==> src/rmc_pkg.sv <==
/*
  Package for the ring and metering control block: mode codes, timing
  constants and envelope shaping constants.
  Assumes a 50 MHz system clock.
*/
package rmc_pkg;
  // ==========================================================
  // Modes
  typedef enum logic [2:0] {
    RMC_MODE_POWER_DOWN,
    RMC_MODE_HIGH_Z,
    RMC_MODE_ACTIVE,
    RMC_MODE_ACTIVE_METER,
    RMC_MODE_RINGING
  } rmc_mode_type;

  // ==========================================================
  // Timing
  localparam int unsigned CLK_HZ = 50000000;
  localparam int unsigned RAMP_TIME_US = 2000;
  localparam int unsigned RAMP_CYCLES = (RAMP_TIME_US * (CLK_HZ / 1000000));
  localparam int unsigned ENV_RISE_TIME_US = 6000;
  localparam int unsigned ENV_STEP_CYCLES = (ENV_RISE_TIME_US * (CLK_HZ / 1000000)) / 256;
  localparam int unsigned RAMP_W = 8;
  localparam logic [RAMP_W-1:0] RAMP_MAX = 8'hFF;
  localparam logic [RAMP_W-1:0] RAMP_ZERO = 8'h00;
  localparam logic [RAMP_W-1:0] ENV_MAX = 8'hFF;
  localparam logic [RAMP_W-1:0] ENV_ZERO = 8'h00;
  localparam logic [3:0] EVT_RING_TRIP = 4'h1;
  localparam logic [3:0] EVT_OFF_HOOK = 4'h2;
  localparam logic [3:0] EVT_BURST_END = 4'h4;
  localparam logic [3:0] EVT_POL_DONE = 4'h8;
endpackage

==> src/rmc_ramp.sv <==
/*
  Slew limiter: a level moves one step per tick toward its target.
  Assumes one clock, asynchronous active-high reset.
*/
`timescale 1ns/10ps
module rmc_ramp #(
  parameter int unsigned TICK_CYCLES = 16,
  parameter int unsigned W = 8
) (
  input wire logic clk_sys_i,
  input wire logic sys_rst_i,
  input wire logic [W-1:0] target_i,
  output logic [W-1:0] level_o,
  output logic settled_o
);
  typedef struct packed {
    logic [W-1:0] level;
    logic [31:0] tick;
  } rmc_ramp_state_type;

  rmc_ramp_state_type state_q;
  rmc_ramp_state_type state_d;

  always_comb begin
    state_d = state_q;
    if (state_q.tick >= TICK_CYCLES - 1) begin
      state_d.tick = '0;
      if (state_q.level < target_i) begin
        state_d.level = state_q.level + 1'b1;
      end else if (state_q.level > target_i) begin
        state_d.level = state_q.level - 1'b1;
      end
    end else begin
      state_d.tick = state_q.tick + 32'd1;
    end
  end

  always_ff @(posedge clk_sys_i or posedge sys_rst_i) begin
    if (sys_rst_i) begin
      state_q <= '0;
    end else begin
      state_q <= state_d;
    end
  end

  assign level_o = state_q.level;
  assign settled_o = (state_q.level == target_i);
endmodule // rmc_ramp

==> src/rmc_core.sv <==
/*
  Device-side ring and metering control: decodes the mode control bits,
  shapes polarity ramps and metering burst envelopes, reports hook status
  on an open-drain output, and offers an Avalon-MM register slave with
  sticky event status, mask and interrupt.
  Assumes control inputs and line sense are synchronous to clk_sys_i.
*/
// Added by the designer: the address map and register access over Avalon-MM.
`timescale 1ns/10ps
module rmc_core #(
  parameter int unsigned RAMP_CYCLES = rmc_pkg::RAMP_CYCLES
) (
  input wire logic clk_sys_i,
  input wire logic sys_rst_i,
  input wire logic power_on_ctrl_i,
  input wire logic tone_ctrl_bit_i,
  input wire logic feed_ctrl_bit_i,
  input wire logic polarity_ctrl_bit_i,
  input wire logic metering_tone_clock_i,
  input wire logic loop_current_i,
  input wire logic ring_trip_sense_i,
  output logic hook_status_n_o,
  output logic hook_status_n_oe_o,
  output logic shaped_square_burst_o,
  output logic [7:0] burst_envelope_o,
  output logic [7:0] line_polarity_level_o,
  output logic ringing_o,
  output logic [2:0] mode_o,
  input wire logic [3:0] avs_address_i,
  input wire logic avs_read_i,
  input wire logic avs_write_i,
  input wire logic [31:0] avs_writedata_i,
  output logic [31:0] avs_readdata_o,
  output logic avs_waitrequest_o,
  output logic irq_o
);
  // ==========================================================
  // Register map
  // Word 0 status, sticky events, write one to clear
  // Word 1 mask, same layout as status
  // Word 2 live mode, ramp, burst and hook flags, read only
  // Word 3 ring trip detect enable
  localparam logic [3:0] REG_STATUS = 4'h0;
  localparam logic [3:0] REG_MASK = 4'h1;
  localparam logic [3:0] REG_MODE = 4'h2;
  localparam logic [3:0] REG_CTRL = 4'h3;
  // A ramp spans 256 levels; never let the tick drop to zero
  localparam int unsigned POL_TICK =
    (RAMP_CYCLES / 256) > 0 ? (RAMP_CYCLES / 256) : 1;
  localparam int unsigned ENV_TICK =
    rmc_pkg::ENV_STEP_CYCLES > 0 ? rmc_pkg::ENV_STEP_CYCLES : 1;

  typedef struct packed {
    logic [3:0] status;
    logic [3:0] mask;
    logic ring_trip_en;
    logic [31:0] rdata;
    logic ack;
    logic hook_low;
    logic burst_on;
    logic pol_settled;
    logic burst_out;
  } rmc_state_type;

  rmc_state_type state_q;
  rmc_state_type state_d;
  rmc_pkg::rmc_mode_type mode;
  logic [7:0] pol_target;
  logic [7:0] env_target;
  logic [7:0] pol_level;
  logic [7:0] env_level;
  logic pol_settled;
  logic env_settled;
  logic [3:0] events;
  logic hook_low_now;

  // ==========================================================
  // Mode decode
  // Power bit low forces power down whatever the others say
  always_comb begin
    if (!power_on_ctrl_i && !tone_ctrl_bit_i && !feed_ctrl_bit_i) begin
      mode = rmc_pkg::RMC_MODE_POWER_DOWN;
    end else if (!power_on_ctrl_i) begin
      mode = rmc_pkg::RMC_MODE_POWER_DOWN;
    end else if (!tone_ctrl_bit_i && !feed_ctrl_bit_i) begin
      mode = rmc_pkg::RMC_MODE_HIGH_Z;
    end else if (!tone_ctrl_bit_i) begin
      mode = rmc_pkg::RMC_MODE_ACTIVE;
    end else if (feed_ctrl_bit_i) begin
      mode = rmc_pkg::RMC_MODE_ACTIVE_METER;
    end else begin
      mode = rmc_pkg::RMC_MODE_RINGING;
    end
  end

  // ==========================================================
  // Polarity ramp and metering envelope
  assign pol_target = polarity_ctrl_bit_i ? rmc_pkg::RAMP_MAX : rmc_pkg::RAMP_ZERO;
  assign env_target = (mode == rmc_pkg::RMC_MODE_ACTIVE_METER) ?
    rmc_pkg::ENV_MAX : rmc_pkg::ENV_ZERO;

  rmc_ramp #(.TICK_CYCLES(POL_TICK), .W(8)) u_pol_ramp (
    .clk_sys_i(clk_sys_i),
    .sys_rst_i(sys_rst_i),
    .target_i(pol_target),
    .level_o(pol_level),
    .settled_o(pol_settled)
  );

  rmc_ramp #(.TICK_CYCLES(ENV_TICK), .W(8)) u_env_ramp (
    .clk_sys_i(clk_sys_i),
    .sys_rst_i(sys_rst_i),
    .target_i(env_target),
    .level_o(env_level),
    .settled_o(env_settled)
  );

  // ==========================================================
  // Hook detection: disabled in power down
  // Ring trip sense counts only in ringing mode
  assign hook_low_now = (mode != rmc_pkg::RMC_MODE_POWER_DOWN) &&
    ((mode == rmc_pkg::RMC_MODE_RINGING) ? (ring_trip_sense_i && state_q.ring_trip_en)
                                         : loop_current_i);

  always_comb begin
    events = 4'h0;
    if (hook_low_now && !state_q.hook_low) begin
      events = (mode == rmc_pkg::RMC_MODE_RINGING) ?
        rmc_pkg::EVT_RING_TRIP : rmc_pkg::EVT_OFF_HOOK;
    end
    // Burst end fires once, as the envelope reaches zero
    if (state_q.burst_on && env_settled && env_target == rmc_pkg::ENV_ZERO) begin
      events = events | rmc_pkg::EVT_BURST_END;
    end
    if (pol_settled && !state_q.pol_settled) begin
      events = events | rmc_pkg::EVT_POL_DONE;
    end
  end

  // ==========================================================
  // Register file and state update
  always_comb begin
    state_d = state_q;
    state_d.hook_low = hook_low_now;
    state_d.pol_settled = pol_settled;
    if (env_target != rmc_pkg::ENV_ZERO) begin
      state_d.burst_on = 1'b1;
    end else if (env_settled) begin
      state_d.burst_on = 1'b0;
    end
    // Tone passes only while a burst is under way
    state_d.burst_out = metering_tone_clock_i && state_d.burst_on;
    // One wait state: a request is taken in its second cycle
    state_d.ack = (avs_read_i || avs_write_i) && !state_q.ack;
    state_d.rdata = '0;
    // Unmapped words read zero and ignore writes
    if (avs_read_i && !state_q.ack) begin
      unique case (avs_address_i)
        REG_STATUS: state_d.rdata = {28'h000_0000, state_q.status};
        REG_MASK: state_d.rdata = {28'h000_0000, state_q.mask};
        REG_MODE: state_d.rdata = {24'h00_0000, state_q.hook_low, state_q.burst_on,
                                   pol_settled, 2'b00, mode};
        REG_CTRL: state_d.rdata = {31'h0000_0000, state_q.ring_trip_en};
        default: state_d.rdata = '0;
      endcase
    end
    // Writes land only at the edge where waitrequest is low
    if (avs_write_i && state_q.ack) begin
      unique case (avs_address_i)
        REG_STATUS: state_d.status = state_q.status & ~avs_writedata_i[3:0];
        REG_MASK: state_d.mask = avs_writedata_i[3:0];
        REG_CTRL: state_d.ring_trip_en = avs_writedata_i[0];
        default: state_d.mask = state_q.mask;
      endcase
    end
    // A new event beats a clear in the same cycle
    state_d.status = state_d.status | events;
  end

  always_ff @(posedge clk_sys_i or posedge sys_rst_i) begin
    if (sys_rst_i) begin
      state_q <= '{
        status: 4'h0,
        mask: 4'h0,
        ring_trip_en: 1'b1,
        rdata: 32'h0000_0000,
        ack: 1'b0,
        hook_low: 1'b0,
        burst_on: 1'b0,
        pol_settled: 1'b1,
        burst_out: 1'b0
      };
    end else begin
      state_q <= state_d;
    end
  end

  // ==========================================================
  // Outputs
  // Open drain: data stays low, the enable pulls the line
  assign hook_status_n_o = 1'b0;
  assign hook_status_n_oe_o = state_q.hook_low;
  assign shaped_square_burst_o = state_q.burst_out;
  assign burst_envelope_o = env_level;
  assign line_polarity_level_o = pol_level;
  assign ringing_o = (mode == rmc_pkg::RMC_MODE_RINGING);
  assign mode_o = mode;
  assign avs_readdata_o = state_q.rdata;
  assign avs_waitrequest_o = (avs_read_i || avs_write_i) && !state_q.ack;
  assign irq_o = |(state_q.status & state_q.mask);
endmodule // rmc_core

==> config.mk <==
export PLATFORM = sky130hd
export DESIGN_NAME = rmc_core
export DESIGN_NICKNAME = d
export VERILOG_FILES = /design/src/rmc_pkg.sv /design/src/rmc_ramp.sv /design/src/rmc_core.sv
export SDC_FILE = /design/constraint.sdc
export NUM_CORES = 1
export LEC_CHECK = 0
export BUFFER_PORTS_ARGS = -buffer_cell sky130_fd_sc_hd__buf_4
export CORE_ASPECT_RATIO = 0.8
export CORE_MARGIN = 4
export CORE_UTILIZATION = 45
export DETAILED_ROUTE_END_ITERATION = 12
export GPL_TIMING_DRIVEN = 0
export PLACE_DENSITY_LB_ADDON = 0.05
export SLEW_MARGIN = 15
export SYNTH_ARGS = -nofsm -noshare
export SYNTH_HDL_FRONTEND = slang
export SYNTH_HIERARCHICAL = 1
export SYNTH_SLANG_ARGS = --single-unit
==> constraint.sdc <==
create_clock -name clk_sys_i -period 2.9 [get_ports clk_sys_i]
set_input_delay 0.29 -clock clk_sys_i [delete_from_list [all_inputs] [get_ports clk_sys_i]]
set_output_delay 0.29 -clock clk_sys_i [all_outputs]
set_load 0.01 [all_outputs]
Word level (Yosys, flattened, before mapping)
Cells that the tools add are included.

storage, ports and cells
  input bits = 47
  bits in registers = 126
  output and inout port bits = 57

operators by class
  multiplexer cells = 26
  $lt $le $gt $ge = 6
  equal/unequal tests = 7
  reductions and logical operators = 31
  bitwise logic cells = 4
  $add $sub $neg = 6

operators with widths
  operator                                               count
  adder 32 x 1 -> 32 bit, second input constant          2
  2-to-1 mux 32 bit                                      2
  2-to-1 mux 8 bit                                       7
  >= comparator 32 x 11 -> 1 bit, second input constant  1
  >= comparator 32 x 9 -> 1 bit, second input constant   1
  case mux 8 bit (4 select lines)                        1
  2-to-1 mux 3 bit                                       6
  adder 8 x 1 -> 8 bit, second input constant            2
  equality test 8 bit                                    2
  > comparator 8 bit                                     2
  < comparator 8 bit                                     2
  subtractor 8 x 1 -> 8 bit, second input constant       2
  logical AND 1 bit                                      13
  2-to-1 mux 4 bit                                       3
  2-to-1 mux 9 bit                                       1
  bitwise AND 4 bit                                      2
  equality test 4 x 2 -> 1 bit, second input constant    2
  logical NOT 8 bit                                      1
  AND reduction 2 bit                                    4
  nonzero test 8 bit                                     1
  logical NOT 1 bit                                      6
  equality test 4 x 1 -> 1 bit, second input constant    1
  logical NOT 4 bit                                      1
  2-to-1 mux 1 bit                                       4
  9 further kinds                                        11

Depth between registers and ports, before layout
  depth in word-level cells = 13
  depth in mapped cells = 17
  gate-level depth less buffers = 17

Hierarchy
Netlist, hierarchy kept.

modules (own cells, without submodules)
  module                  area each (µm²)  times used  cells each  seq. area each (µm²)
  rmc_ramp at u_env_ramp  1955.6           1           174         1001.0
  rmc_ramp at u_pol_ramp  1916.8           1           163         1001.0
  rmc_core                1231.2           1           122         528.0

Worst setup path before layout
No wires, ideal clock.

  path type = input port to flip-flop
  start = input port feed_ctrl_bit_i
  end = register u_env_ramp.state_q, in the netlist u_env_ramp/level_o[6]
  stages on the path = 17
  path slack = -1.070 ns
  arrival time = 3.845 ns
  path through = inv_1 > ha_1 > nand2b_1 > nor4_1 > inv_1 > ha_1 > nor2b_1 > o211ai_1 > a21o_1 > nand2_1 > fa_1 > a21o_1 > a21oi_1 > o21bai_1 > a21oi_1 > xnor2_1 > mux2_4

on the way
  longest elaborated chain between the ends = 10

RTL lines
  element                                                          RTL line                                        source
  start: declaration                                               rmc_core.sv:17                                  input wire logic feed_ctrl_bit_i,
  2-to-1 mux 3 bit / logical NOT 1 bit (equally long branches)     rmc_core.sv:89, rmc_core.sv:81, rmc_core.sv:85
  2-to-1 mux 3 bit / logical AND 1 bit (equally long branches)     rmc_core.sv:87, rmc_core.sv:85
  2-to-1 mux 3 bit                                                 rmc_core.sv:85                                  end else if (!tone_ctrl_bit_i && !feed_ctrl_bit_i) begin
  2-to-1 mux 3 bit                                                 rmc_core.sv:83                                  end else if (!power_on_ctrl_i) begin
  2-to-1 mux 3 bit (*)                                             rmc_core.sv:81                                  if (!power_on_ctrl_i && !tone_ctrl_bit_i && !feed_ctrl_bit_i) begin
  equality test 3 x 2 -> 1 bit (*)                                 rmc_core.sv:99                                  assign env_target = (mode == rmc_pkg::RMC_MODE_ACTIVE_METER) ?
  2-to-1 mux 8 bit (*)                                             rmc_core.sv:99
  net env_target[0]                                                rmc_core.sv:69                                  logic [7:0] env_target;
  > comparator 8 bit / < comparator 8 bit (equally long branches)  rmc_ramp.sv:30, rmc_ramp.sv:28
  nonzero test 2 bit (no source line)                              --
  AND reduction 2 bit (no source line)                             --
  end signal: assignment                                           rmc_ramp.sv:42                                  state_q <= state_d;
  end: declaration                                                 rmc_ramp.sv:21                                  rmc_ramp_state_type state_q;

Mark *: on every way through the listed nets, which the timed path passes. The rest lies on a longest branch.
A chain may end at the register's enable or synchronous reset.

Final worst setup path
  start = input port tone_ctrl_bit_i
  end = register u_env_ramp.state_q, in the netlist u_env_ramp/level_o[6]

on the way
  longest elaborated chain between the ends = 10

RTL lines
  element                                                          RTL line                        source
  start: declaration                                               rmc_core.sv:16                  input wire logic tone_ctrl_bit_i,
  logical NOT 1 bit                                                --
  logical AND 1 bit                                                rmc_core.sv:85
  2-to-1 mux 3 bit                                                 rmc_core.sv:85
  2-to-1 mux 3 bit                                                 rmc_core.sv:83
  2-to-1 mux 3 bit (*)                                             rmc_core.sv:81
  equality test 3 x 2 -> 1 bit (*)                                 rmc_core.sv:99
  2-to-1 mux 8 bit (*)                                             rmc_core.sv:99
  net env_target[0]                                                rmc_core.sv:69
  > comparator 8 bit / < comparator 8 bit (equally long branches)  rmc_ramp.sv:30, rmc_ramp.sv:28
  nonzero test 2 bit (no source line)                              --
  AND reduction 2 bit (no source line)                             --

Marked as above.

==> impl_metrics.json <==
{
  "dp_hpwl_microns": 6983,
  "cap_violations": 0,
  "min_path_type": "in2reg",
  "htreeDepth": 3,
  "finalHoldViolCount": 0,
  "status": "finished with violations",
  "cp_slowest_cell": "nor4_4",
  "grt_overflow": 0,
  "die_x_microns": 127.1,
  "worst_setup_path_start_kind": "input port",
  "rsz0062_at_grt": "yes",
  "whs_ns": 0.1664,
  "port_buffers": 48,
  "cts_buffers": 9,
  "fin_setup_tns_ns": -2.597,
  "crit_fanout": 5,
  "synth_edf_count": 0,
  "clockRootBuffer": "clkbuf_16",
  "clock_skew_ns": 0.009180,
  "ant_nets": 0,
  "yosysWarnings": 6,
  "clkSinkCount": 101,
  "core_sq_um": 10980,
  "synth_top_flop_cell": "dfrtp_1",
  "gp_congestion": 0.7858,
  "synth.yosys.seq_area_share_pct": 49.57,
  "routedWlPerCell_microns": 13.29,
  "slew_violations": 0,
  "post-route-util_pct": 62.44,
  "viasPerCell": 4.599,
  "cp.buffers_inverters": 5,
  "violations": "setup timing",
  "critical_path.top_delay_family": "compound AO/OA/AOI/OAI gates",
  "diodes": 0,
  "vdd_drop_max_uv": 495.1,
  "grt_pass1_wl_microns": 16090,
  "grt_util_all_layers_pct": 15.49,
  "vias": 3541,
  "cp.arrival_ns": 3.58,
  "timing.final.crit_share_pct": 115.5,
  "start_util_pct": 46.50,
  "setup_viol": 8,
  "path_clk_slew_ns": 0.07,
  "antenna_found_initial": 0,
  "crit_type": "in2reg",
  "fmax_ghz": 0.2985,
  "worst_slew_margin_rel_pct": 47.13,
  "synthesis.area_sq_um": 5104,
  "grt_pass1_vias": 3420,
  "cp_slowest_stage_delay_ns": 0.37,
  "worst_pin_slew_ns": 0.7921,
  "grt_max_degree": 37,
  "ys_types": 50,
  "rows": 34,
  "end_kind": "flip-flop",
  "required_ns": 3.13,
  "async_flop_share_pct": 100.0,
  "setup_ws_ns": -0.4502,
  "pwr_density_cell_nw_per_um2": 997.0,
  "ios": 104,
  "synth.avg_cell_area_sq_um": 11.12,
  "crit_chain": "buf_8 > inv_4 > ha_4 > nand2b_4 > nor4_4 > buf_4 > inv_1 > ha_1 > a21oi_1 > o21a_2 > nand2_4 > buf_12 > ha_4 > a21o_1 > a21oi_2 > o21bai_1 > a21oi_1 > xnor2_1 > mux2_4",
  "clockBufferDepth": 2,
  "drtIter0Drc": 122,
  "leakagePower_nw": 3.321,
  "fillCellCount": 857,
  "drt_drc_violations_left": 0,
  "cts_tree": "done",
  "drt-total-wl_microns": 10230,
  "die_y_microns": 103.3,
  "drt_pass1_iterations": 4,
  "synth-seq-cells": 101,
  "final_nets": 707,
  "dieArea_sq_um": 13120,
  "syn2layout_area_growth_pct": 34.27,
  "syn_inst": 459,
  "drive_gt1_share_pct": 34.98,
  "fin_crit_ns": 3.350,
  "clk_latency_ns": 0.34
}
## Yosys cell counts, types with 6 or more instances
library cell	count	area, sq um
xor2_1	14	122.6
a21oi_1	26	130.1
mux2_4	10	150.1
nand2_1	25	93.84
nand3_1	19	95.09
inv_1	33	123.9
buf_4	49	367.9
dfrtp_1	99	2477
ha_1	36	450.4
nor4_1	11	68.82
a21o_1	6	45.04
o21ai_0	10	50.05
nand4_1	7	43.79
xnor2_1	13	113.9
nor2_1	29	108.9
## area by class of cell
class                      count  area [sq um]  share of cell area (%)
clock buffer                  10         239.0                   3.487
sequential                   101          2531                   36.94
clock inverter                 5         45.04                  0.6573
buffer                        53         392.9                   5.733
timing repair buffer          85         747.0                   10.90
tap                          144         180.2                   2.629
multi-input combinational    339          2579                   37.63
inverter                      33         138.9                   2.027
## final timing paths
kind                                        from                     end  slack, ns  depth (start not counted)
max                              tone_ctrl_bit_i   u_env_ramp/level_o[6]      -0.45                         19
min                        metering_tone_clock_i   shaped_square_burst_o       0.17                          2
max reg2reg                u_env_ramp/level_o[1]   u_env_ramp/level_o[6]       0.03                         13
min reg2reg                           state_q[4]              state_q[4]       0.49                          1
max in group asynchronous              sys_rst_i       avs_readdata_o[5]       1.71                          3
min in group asynchronous              sys_rst_i  u_env_ramp/state_q[26]       0.41                          3
## power breakdown
group          leakage, nW  switching (mW)  internal (mW)
sequential            1.25           0.220           1.63
clock                0.137           0.515          0.612
combinational         1.94            1.59           2.27
## kinds of logic (layout without fill, tap and decap cells)
logic type               after synthesis  in the layout  synth area share [%]
flip-flops                           101            101                 49.57
multiplexers                          17             17                 4.437
buffers and inverters                 86            186                 10.12
adder cells (fa/ha/maj)               38             38                 9.610
other                                  3             70                0.2206
AO/OA/AOI/OAI                         64             64                 8.850
XOR/XNOR                              27             27                 4.634
AND/OR/NAND/NOR                      123            123                 12.55
## timing repair
item                                   CTS  global route
buffers inserted                        28             9
pin swaps                               20            25
endpoints found under the hold margin   16             0
resized for setup                       23            30
hold buffers                             1             0
setup endpoints to repair                7            11
## per-layer routing
layer  up-vias  track usage (%)  wire length [microns]
li1       1780                -                      -
met1      1660            20.14                   4493
met2        87            25.53                   4925
met3        14            5.082                    656
met4         0            3.792                    157
met5         -                0                      0
## flip-flops by register name, indices dropped and copies added, names as in the netlist
register	cells
u_env_ramp/state_q	32
hook_status_n_oe_o	1
shaped_square_burst_o	1
u_env_ramp/level_o	8
state_q	12
u_pol_ramp/state_q	32
avs_readdata_o	7
u_pol_ramp/level_o	8
## cells in the final DEF, fill, tap and decap left out, drive strengths merged, types with 3 or more instances in the layout
cell,netlist,routed
and3,5,5
a21oi,27,27
a221oi,3,3
dfrtp,99,99
o21ai,10,10
or3,5,5
nand3,20,20
buf,52,136
xor2,14,14
nor3,5,5
conb,3,70
nor2,29,29
a21o,6,6
ha,36,36
nand2,25,25
nand4,7,7
o2bb2ai,3,3
nand2b,4,4
and2,5,5
clkbuf,1,11
mux2,15,15
xnor2,13,13
inv,33,35
nor4,11,11
## through the flow
step | cell area, sq um | total power, mW | worst slack (ns) | instances
3_3_place_gp | 5973 | 4.592 | -0.9661 | 718
3_5_place_dp | 6013 | 4.678 | -0.9890 | 720
5_1_grt | 6853 | 7.308 | -0.5895 | 770
2_1_floorplan | 5433 | 4.082 | -0.5212 | 526
6_report | 6853 | 6.832 | -0.4502 | 770
4_1_cts | 6640 | 6.415 | -0.2415 | 762
No activity file was read; power rests on OpenSTA's default activity.
